## config.mk

```make
export PLATFORM = sky130hd
export DESIGN_NAME = hrs_sequencer
export DESIGN_NICKNAME = d
export VERILOG_FILES = /design/src/core/hrs_pkg.sv /design/src/core/hrs_sequencer.sv /design/src/core/hrs_timer.sv
export VERILOG_INCLUDE_DIRS = /design/src /design/src/core
export SDC_FILE = /design/constraint.sdc
export NUM_CORES = 1
export LEC_CHECK = 0
export BUFFER_PORTS_ARGS = -buffer_cell sky130_fd_sc_hd__buf_2
export CAP_MARGIN = 0
export CORE_UTILIZATION = 25
export CTS_BUF_LIST = sky130_fd_sc_hd__clkbuf_16
export DETAILED_ROUTE_END_ITERATION = 10
export MAX_ROUTING_LAYER = met4
export PLACE_DENSITY = 0.41
export SYNTH_ARGS = -nofsm -noshare
export SYNTH_HDL_FRONTEND = slang
export SYNTH_HIERARCHICAL = 1
export SYNTH_SLANG_ARGS = --single-unit
```

## constraint.sdc

```tcl
create_clock -name CLK_IN -period 4.6 [get_ports CLK_IN]
set_clock_uncertainty 0.2 [all_clocks]
set_input_delay 0.23 -clock CLK_IN [delete_from_list [all_inputs] [get_ports CLK_IN]]
set_output_delay 0.23 -clock CLK_IN [all_outputs]
set_load 0.01 [all_outputs]
```

## src/core/hrs_map.svh

```systemverilog
// Purpose: Timing counts and reset values for the hub reset/attach sequencer
// Assumes: 250 MHz core clock, 4 ns period
// Notes:   Times are kept in their own unit; cycle counts derive from them
`ifndef HRS_MAP_SVH
`define HRS_MAP_SVH
// ==========================================================
// Clock
// ==========================================================
`define HRS_CLK_MHZ            250
// ==========================================================
// Times in their own unit
// ==========================================================
`define HRS_RECOVER_US         500
`define HRS_EEPROM_READ_MS     40
`define HRS_ATTACH_MS          40
`define HRS_SMB_ATTACH_MS      0
// ==========================================================
// Cycle counts (exact products; a zero time becomes one cycle)
// ==========================================================
`define HRS_RECOVER_CYC        (`HRS_RECOVER_US * `HRS_CLK_MHZ)
`define HRS_EEPROM_READ_CYC    (`HRS_EEPROM_READ_MS * 1000 * `HRS_CLK_MHZ)
`define HRS_ATTACH_CYC         (`HRS_ATTACH_MS * 1000 * `HRS_CLK_MHZ)
`define HRS_SMB_ATTACH_CYC     1
// ==========================================================
// Widths and reset values
// ==========================================================
`define HRS_NPORTS             4
`define HRS_ADDR_W             7
`define HRS_ADDR_RST           7'h00
`define HRS_CNT_W              24
`endif

```

## src/core/hrs_pkg.sv

```systemverilog
// Purpose: Types shared by the sequencer files
// Assumes: No map header included; the state width is fixed at 3 bits
// Notes:   States carry no explicit codes
`default_nettype none
package hrs_pkg;
  // Sequencer states
  typedef enum logic [2:0]
  {
    HRS_RECOVER,
    HRS_EE_READ,
    HRS_EE_WAIT,
    HRS_SMB_LOAD,
    HRS_SMB_WAIT,
    HRS_ATTACHED
  } hrs_state_t;
endpackage : hrs_pkg
`default_nettype wire

```

## src/core/hrs_sequencer.sv

```systemverilog
// Purpose: Reset, configuration and attach sequencing for a hub controller
// Assumes: Bus reset, suspend, load-done and strap come from outside the clock domain
// Notes:   Core runs on one 250 MHz clock; long waits use the shared down timer
// How it works
// - Bus reset zeroes address, clears configuration
// - Bus reset drops port power unless charging
// - Bus reset flushes every translator buffer
// - Bus reset wakes a suspended hub
// - Upstream reset never reaches downstream ports
// - Smbus mode attaches immediately after load
// - Eeprom mode attaches 40 ms after read
// - Operational two cycles after the 500 us recovery wait ends
// - Smbus mode waits forever for load
// - Hardware reset returns everything to defaults
`include "hrs_map.svh"
`default_nettype none
module hrs_sequencer
  import hrs_pkg::*;
#(
  parameter int RECOVER_CYC = `HRS_RECOVER_CYC,     // Recovery wait, shortened in simulation
  parameter int EEREAD_CYC  = `HRS_EEPROM_READ_CYC, // Configuration read time
  parameter int ATTACH_CYC  = `HRS_ATTACH_CYC       // Eeprom-mode attach delay
)
(
  input  wire logic                    CLK_IN,
  input  wire logic                    RST_IN,
  input  wire logic                    SMB_MODE_IN,           // Strap: 1 selects SMBus code load
  input  wire logic                    LOAD_DONE_IN,          // Code load finished (level)
  input  wire logic                    BUS_RESET_IN,          // Upstream bus reset seen (level)
  input  wire logic                    SUSPEND_REQ_IN,        // Upstream idle asks for suspend
  input  wire logic                    SET_CONFIG_IN,         // Host configures hub (pulse, same domain)
  input  wire logic [`HRS_ADDR_W-1:0]  SET_ADDR_IN,           // Address from enumeration
  input  wire logic                    SET_ADDR_VALID_IN,     // Address strobe (same domain)
  input  wire logic [`HRS_NPORTS-1:0]  PORT_ON_REQ_IN,        // Port power asked by hub logic
  input  wire logic [`HRS_NPORTS-1:0]  CHARGE_PORT_ENABLE_IN, // Charging ports keep power
  output var  logic                    OPERATIONAL_OUT,       // Recovery over
  output var  logic                    CFG_READ_OUT,          // Eeprom read in progress
  output var  logic                    ATTACH_OUT,            // Pull-up on upstream port
  output var  logic [`HRS_ADDR_W-1:0]  DEV_ADDR_OUT,          // Current device address
  output var  logic                    CONFIGURED_OUT,        // Configured state
  output var  logic [`HRS_NPORTS-1:0]  PORT_POWER_ENABLE_OUT, // Downstream power enables
  output var  logic                    TT_FLUSH_OUT,          // Translator buffer flush (level)
  output var  logic                    SUSPENDED_OUT,         // Suspended state
  output var  logic                    DS_RESET_OUT           // Downstream reset signalling
);
  // ==========================================================
  // Input synchronisers
  // ==========================================================
  logic [3:0] meta_q;   // First stage, read only by the second
  logic [3:0] sync_q;   // Second stage
  always_ff @(posedge CLK_IN or posedge RST_IN)
  begin
    if (RST_IN)
    begin
      meta_q <= 4'h0;
      sync_q <= 4'h0;
    end
    else
    begin
      meta_q <= {SMB_MODE_IN, LOAD_DONE_IN, BUS_RESET_IN, SUSPEND_REQ_IN};
      sync_q <= meta_q;
    end
  end
  logic smb_mode_s;     // Synchronised strap
  logic load_done_s;    // Synchronised load completion
  logic bus_reset_s;    // Synchronised bus reset
  logic suspend_s;      // Synchronised suspend request
  assign {smb_mode_s, load_done_s, bus_reset_s, suspend_s} = sync_q;

  // ==========================================================
  // Sequencer
  // ==========================================================
  hrs_state_t              state_q;    // Current step
  logic                    tmr_load;   // Load the timer this cycle
  logic [`HRS_CNT_W-1:0]   tmr_val;    // Value to load
  logic                    tmr_done;   // Timer expired
  logic                    started_q;  // Timer armed for first step
  logic                    mode_q;     // Mode caught after release

  hrs_timer u_timer
  (
    .clk_in   (CLK_IN),
    .rst_in   (RST_IN),
    .load_in  (tmr_load),
    .value_in (tmr_val),
    .done_out (tmr_done)
  );

  // Timer load choice per step
  always_comb
  begin
    tmr_load = 1'b0;
    tmr_val  = `HRS_CNT_W'(RECOVER_CYC);
    if (!started_q)
      tmr_load = 1'b1;
    else if (state_q == HRS_RECOVER && tmr_done && !mode_q)
    begin
      tmr_load = 1'b1;
      tmr_val  = `HRS_CNT_W'(EEREAD_CYC);
    end
    else if (state_q == HRS_EE_READ && tmr_done)
    begin
      tmr_load = 1'b1;
      tmr_val  = `HRS_CNT_W'(ATTACH_CYC);
    end
    else if (state_q == HRS_SMB_LOAD && load_done_s)
    begin
      tmr_load = 1'b1;
      tmr_val  = `HRS_CNT_W'(`HRS_SMB_ATTACH_CYC);
    end
  end

  // Step through recovery, configuration and attach
  always_ff @(posedge CLK_IN or posedge RST_IN)
  begin
    if (RST_IN)
    begin
      state_q   <= HRS_RECOVER;
      started_q <= 1'b0;
      mode_q    <= 1'b0;
    end
    else
    begin
      started_q <= 1'b1;
      // Catch the strap while recovery runs
      if (state_q == HRS_RECOVER)
        mode_q <= smb_mode_s;
      unique case (state_q)
        HRS_RECOVER:
          // Only begin configuration once recovery ends
          if (started_q && tmr_done)
            state_q <= mode_q ? HRS_SMB_LOAD : HRS_EE_READ;
        HRS_EE_READ:
          if (tmr_done)
            state_q <= HRS_EE_WAIT;
        HRS_EE_WAIT:
          if (!tmr_load && tmr_done)
            state_q <= HRS_ATTACHED;
        HRS_SMB_LOAD:
          // No timeout: hold until load completes
          if (load_done_s)
            state_q <= HRS_SMB_WAIT;
        HRS_SMB_WAIT:
          if (!tmr_load && tmr_done)
            state_q <= HRS_ATTACHED;
        HRS_ATTACHED:
          state_q <= HRS_ATTACHED;
      endcase
    end
  end

  // ==========================================================
  // Sequencer outputs
  // ==========================================================
  always_ff @(posedge CLK_IN or posedge RST_IN)
  begin
    if (RST_IN)
    begin
      OPERATIONAL_OUT <= 1'b0;
      CFG_READ_OUT    <= 1'b0;
      ATTACH_OUT      <= 1'b0;
    end
    else
    begin
      OPERATIONAL_OUT <= (state_q != HRS_RECOVER);
      CFG_READ_OUT    <= (state_q == HRS_EE_READ);
      ATTACH_OUT      <= (state_q == HRS_ATTACHED);
    end
  end

  // ==========================================================
  // Device state and bus reset response
  // ==========================================================
  // Address and configuration; bus reset wins over any host write
  always_ff @(posedge CLK_IN or posedge RST_IN)
  begin
    if (RST_IN)
    begin
      DEV_ADDR_OUT   <= `HRS_ADDR_RST;
      CONFIGURED_OUT <= 1'b0;
    end
    else if (bus_reset_s)
    begin
      DEV_ADDR_OUT   <= `HRS_ADDR_RST;
      CONFIGURED_OUT <= 1'b0;
    end
    else
    begin
      if (SET_ADDR_VALID_IN && ATTACH_OUT)
        DEV_ADDR_OUT <= SET_ADDR_IN;
      if (SET_CONFIG_IN && ATTACH_OUT)
        CONFIGURED_OUT <= 1'b1;
    end
  end

  // Port power: charging ports keep power through bus reset
  always_ff @(posedge CLK_IN or posedge RST_IN)
  begin
    if (RST_IN)
      PORT_POWER_ENABLE_OUT <= '0;
    else if (bus_reset_s)
      PORT_POWER_ENABLE_OUT <= PORT_POWER_ENABLE_OUT & CHARGE_PORT_ENABLE_IN;
    else
      PORT_POWER_ENABLE_OUT <= PORT_ON_REQ_IN & {`HRS_NPORTS{CONFIGURED_OUT}};
  end

  // Flush, wake and downstream reset
  always_ff @(posedge CLK_IN or posedge RST_IN)
  begin
    if (RST_IN)
    begin
      TT_FLUSH_OUT  <= 1'b1;
      SUSPENDED_OUT <= 1'b0;
      DS_RESET_OUT  <= 1'b0;
    end
    else
    begin
      TT_FLUSH_OUT  <= bus_reset_s || !ATTACH_OUT;
      // Bus reset overrides a suspend request
      if (bus_reset_s)
        SUSPENDED_OUT <= 1'b0;
      else if (suspend_s && ATTACH_OUT)
        SUSPENDED_OUT <= 1'b1;
      else if (!suspend_s)
        SUSPENDED_OUT <= 1'b0;
      DS_RESET_OUT  <= 1'b0;
    end
  end
endmodule : hrs_sequencer
`default_nettype wire

```

## src/core/hrs_timer.sv

```systemverilog
// Purpose: Loadable down counter used for every sequencer delay
// Assumes: Load and run come from the same clock domain
// Notes:   Done is a registered level while count is zero and not loading
`include "hrs_map.svh"
`default_nettype none
module hrs_timer
  import hrs_pkg::*;
(
  input  wire logic                  clk_in,
  input  wire logic                  rst_in,
  input  wire logic                  load_in,
  input  wire logic [`HRS_CNT_W-1:0] value_in,
  output var  logic                  done_out
);
  logic [`HRS_CNT_W-1:0] cnt_q;   // Remaining cycles

  // ==========================================================
  // Counter
  // ==========================================================
  // Load takes priority; otherwise count down to zero and stop
  always_ff @(posedge clk_in or posedge rst_in)
  begin
    if (rst_in)
    begin
      cnt_q    <= '0;
      done_out <= 1'b0;
    end
    else if (load_in)
    begin
      cnt_q    <= value_in;
      done_out <= 1'b0;
    end
    else
    begin
      // Count down, flag when the last cycle passes
      if (cnt_q != '0)
        cnt_q <= cnt_q - `HRS_CNT_W'(1);
      done_out <= (cnt_q <= `HRS_CNT_W'(1));
    end
  end
endmodule : hrs_timer
`default_nettype wire

```

==> metrics.md <==
| Metric | Value |
|---|---|
| Worst skew pair latency | `0.29 ns` |
| Leakage | `1.45 nW` |
| Via count | `2205` |
| Area Overhead vs Synth | `23.4%` |
| Synth Register Bits | `55` |
| Post-CTS Resized | `0` |
| Die height | `108 um` |
| CP peak stage delay | `0.58 ns` |
| Final setup TNS | `0 ns` |
| Buf/Inv on CP | `1` |
| Max-cap violations | `0` |
| # rows | `38` |
| Post-route ant nets | `0` |
| Clk root buf | `clkbuf_16` |
| Setup bufs post-CTS | `0` |
| Port-buffer cells | `39` |
| Post-synth cell types | `56` |
| Asr flop ratio synth | `100%` |
| Synthesized netlist cell count | `282` |
| Max H-tree Level | `2` |
| Die area | `11600 um^2` |
| HPWL Detailed | `4300 um` |
| Clock share of power | `38.9%` |
| Synth Cell Area | `2780 um^2` |
| Max frequency | `0.356 GHz` |
| Final setup fails | `0` |
| Worst-path cell chain | `nand2b_1 > o21ai_0 > a21bo_2 > inv_1 > o31ai_1 > a21oi_1 > a311oi_1` |
| Post-synth top area cell | `dfrtp_1` |
| Ant. Diodes | `0` |
| Max-slew headroom | `31.4%` |
| Vias in the first global route | `2090` |
| Avg Inst Size Synth | `9.87 um^2` |
| Least-Margin Pin Slew | `1.03 ns` |
| TritonCTS Buffers | `5` |
| DR pass1 iterations | `4` |
| Hold WC Path Type | `in2reg` |
| Worst Setup End Kind | `flop` |
| CP max-delay cell | `inv_1` |
| CTS tree | `yes` |
| Routed WL | `6350 um` |
| Remaining global-route overflow | `0` |
| Final Max Slew Viols | `0` |
| Critical path type | `reg2reg` |
| Antenna violations before repair | `0` |
| RSZ-0062 raised after global routing | `no` |
| Ports | `41` |
| Crit path max-delay family | `compound AO/OA/AOI/OAI gates` |
| Sequential area share after synthesis | `49.5%` |
| Yosys warns | `6` |
| Vias per cell | `4.58` |
| Maximum buffer depth of the clock tree | `2` |
| Number of synthesized flops with an enable pin | `0` |
| Status | `completed` |
| DRC viols | `0` |
| Crit path arrival time | `2.81 ns` |
| Initial detailed-routing violation count | `119` |
| PwrDens | `294 nW/um^2` |
| Reg power frac | `51.8%` |
| Share of cells above drive strength 1 | `20.2%` |
| FILL cells | `1137` |
| Starting Density | `25.7%` |
| Die W | `108 um` |
| Final design utilization | `31.7%` |
| Pin count of the biggest net entering global routing | `32` |
| TritonCTS sink count | `55` |
| CTS hold repair buffers | `17` |
| Worst-path fanout max | `31` |
| Worst VDD drop | `0.156 mV` |
| Final Hold Viols | `0` |
| Routed len/inst | `13.2 um` |
| Yosys top cell area share | `48.5%` |
| Core area | `10800 um^2` |
| First-pass GRT wire length | `10400 um` |
| Required @ worst endpoint | `4.60 ns` |
| Ys flop type | `dfrtp_1` |
| Net Switching | `261 uW` |
| Tmin final | `2.81 ns` |
| Global placement routability congestion | `0.756` |
| Cell-internal power | `749 uW` |
| CTS clk-pin slew, worst paths | `0.08 ns` |
| Synth top area cells | `dfrtp_1 49%, a21oi_1 4.5%, nand2_1 3.8%, nand3_1 3.2%, nor2_1 3.2%` |
| Type of origin of the critical path | `flop` |
| Layout Nets | `366` |
| Combinational fraction of design power | `9.4%` |
| Total global routing track utilization | `11.9%` |
| Period utilization | `61.1%` |
| Sw Share | `25.8%` |
-- metal layers --
layer | track usage, % | routed length [um]
met4 | 2.05 | 24
met1 | 15.2 | 3100
met2 | 19.7 | 2940
met5 | - | 0
met3 | 2.36 | 291
-- power groups by stage --
stage               registers, mW  logic [mW]  clock network, mW
detailed placement          0.532      0.0869                  0
global route                0.526       0.108              0.428
global placement            0.532      0.0859                  0
finish                      0.522      0.0947              0.392
CTS                         0.523      0.0968              0.414
floorplan                   0.526      0.0636                  0
-- state kept, by name, indices dropped and copies added (netlist names) --
register               cells
TT_FLUSH_OUT               1
sync_q                     4
mode_q                     1
started_q                  1
ATTACH_OUT                 1
CFG_READ_OUT               1
state_q                    3
CONFIGURED_OUT             1
DEV_ADDR_OUT               7
u_timer/done_out           1
PORT_POWER_ENABLE_OUT      4
SUSPENDED_OUT              1
OPERATIONAL_OUT            1
meta_q                     4
u_timer/cnt_q             24
-- per-stage QoR --
step	hold slack (ns)	cells	total power [mW]	cell area (um^2)	setup WS, ns
after global routing	0.00357	481	1.06	3430	1.53
after detailed placement	0.135	456	0.619	3110	1.76
after CTS	0.00407	481	1.03	3430	1.75
after floorplan	0.0573	291	0.589	2820	2.45
after global placement	0.135	456	0.618	3110	1.81
final	0.00859	481	1.01	3430	1.79
-- Yosys cell counts, drive strengths merged, types with 3 or more instances --
cell    instances
nor3b           4
nor2           25
nand4b          4
buf             6
a21oi          25
clkbuf         10
o31ai           4
nor4            6
a32o            4
ha              3
xnor2           4
dfrtp          54
mux2i           3
xor2            4
nor3           11
o21ai          13
inv             9
nand2b          4
or3             4
nand2          28
nand3          19
a211oi          3
nand4           7
-- worst register-to-register path, cell delays in order, from the launching register on --
cell and delay [ns]:
dfrtp_1 0.51, nand2b_1 0.22, o21ai_0 0.21, a21bo_2 0.50
inv_1 0.59, o31ai_1 0.21, a21oi_1 0.09, a311oi_1 0.19
-- worst paths after layout --
check	from	end	slack, ns	cells after the start
setup / recovery	state_q[1]$_DFFE_PP0P_	u_timer/cnt_q[6]$_DFFE_PP0P_	1.79	7
hold / removal	CHARGE_PORT_ENABLE_IN[1]	PORT_POWER_ENABLE_OUT[1]$_DFF_PP0_	0.009	2
setup reg to reg	state_q[1]$_DFFE_PP0P_	u_timer/cnt_q[6]$_DFFE_PP0P_	1.79	7
hold reg to reg	meta_q[3]$_DFF_PP0_	sync_q[3]$_DFF_PP0_	0.15	0
max in group asynchronous	RST_IN	u_timer/cnt_q[17]$_DFFE_PP0P_	3.02	3
min in group asynchronous	RST_IN	PORT_POWER_ENABLE_OUT[2]$_DFF_PP0_	0.36	3
-- layout make-up --
| cell class | instances | area [um^2] | share of cell area [%] |
|---|---|---|---|
| Timing Repair Buffer | 58 | 380 | 11.1 |
| Tap cell | 140 | 175 | 5.10 |
| Clock buffer | 5 | 125 | 3.64 |
| Sequential cell | 55 | 1380 | 40.1 |
| Clock inverter | 3 | 27.5 | 0.801 |
| Multi-Input combinational cell | 211 | 1320 | 38.3 |
| Inverter | 9 | 33.8 | 0.984 |
-- placed cells by master (no fill, tap or decap), types with 2 or more instances in the layout --
cell type	netlist	layout
ha_1	3	3
dfrtp_1	54	54
a32o_1	4	4
xnor2_1	4	4
inv_1	9	9
mux2i_1	3	3
a211oi_2	2	2
nand2_1	28	28
nor3_1	7	7
nor3b_1	4	4
buf_2	1	39
o31ai_1	4	4
dlygate4sd3_1	0	17
a22oi_1	2	2
o21a_1	2	2
or3_1	3	3
o21ai_0	13	13
buf_4	2	2
a21oi_1	25	25
clkbuf_16	0	5
nand4b_1	4	4
nor3_4	3	3
nand2b_1	4	4
o22ai_1	2	2
conb_1	2	11
nor2b_1	2	2
nor2_1	24	24
nand4_1	6	6
xor2_1	4	4
nor4_1	5	5
nand3_1	18	18
-- cell families (layout without fill, tap and decap cells) --
logic type	Yosys count	after routing	share of synthesized area, %
adder cells (fa/ha/maj)	3	3	1.35
multiplexers	5	5	2.02
AO/OA/AOI/OAI	62	62	14.6
AND/OR/NAND/NOR	122	122	25.3
XOR/XNOR	8	8	2.52
flip-flops	55	55	49.5
other	2	11	0.270
buffers and inverters	25	75	4.49
(Power assumes the default switching activity.)
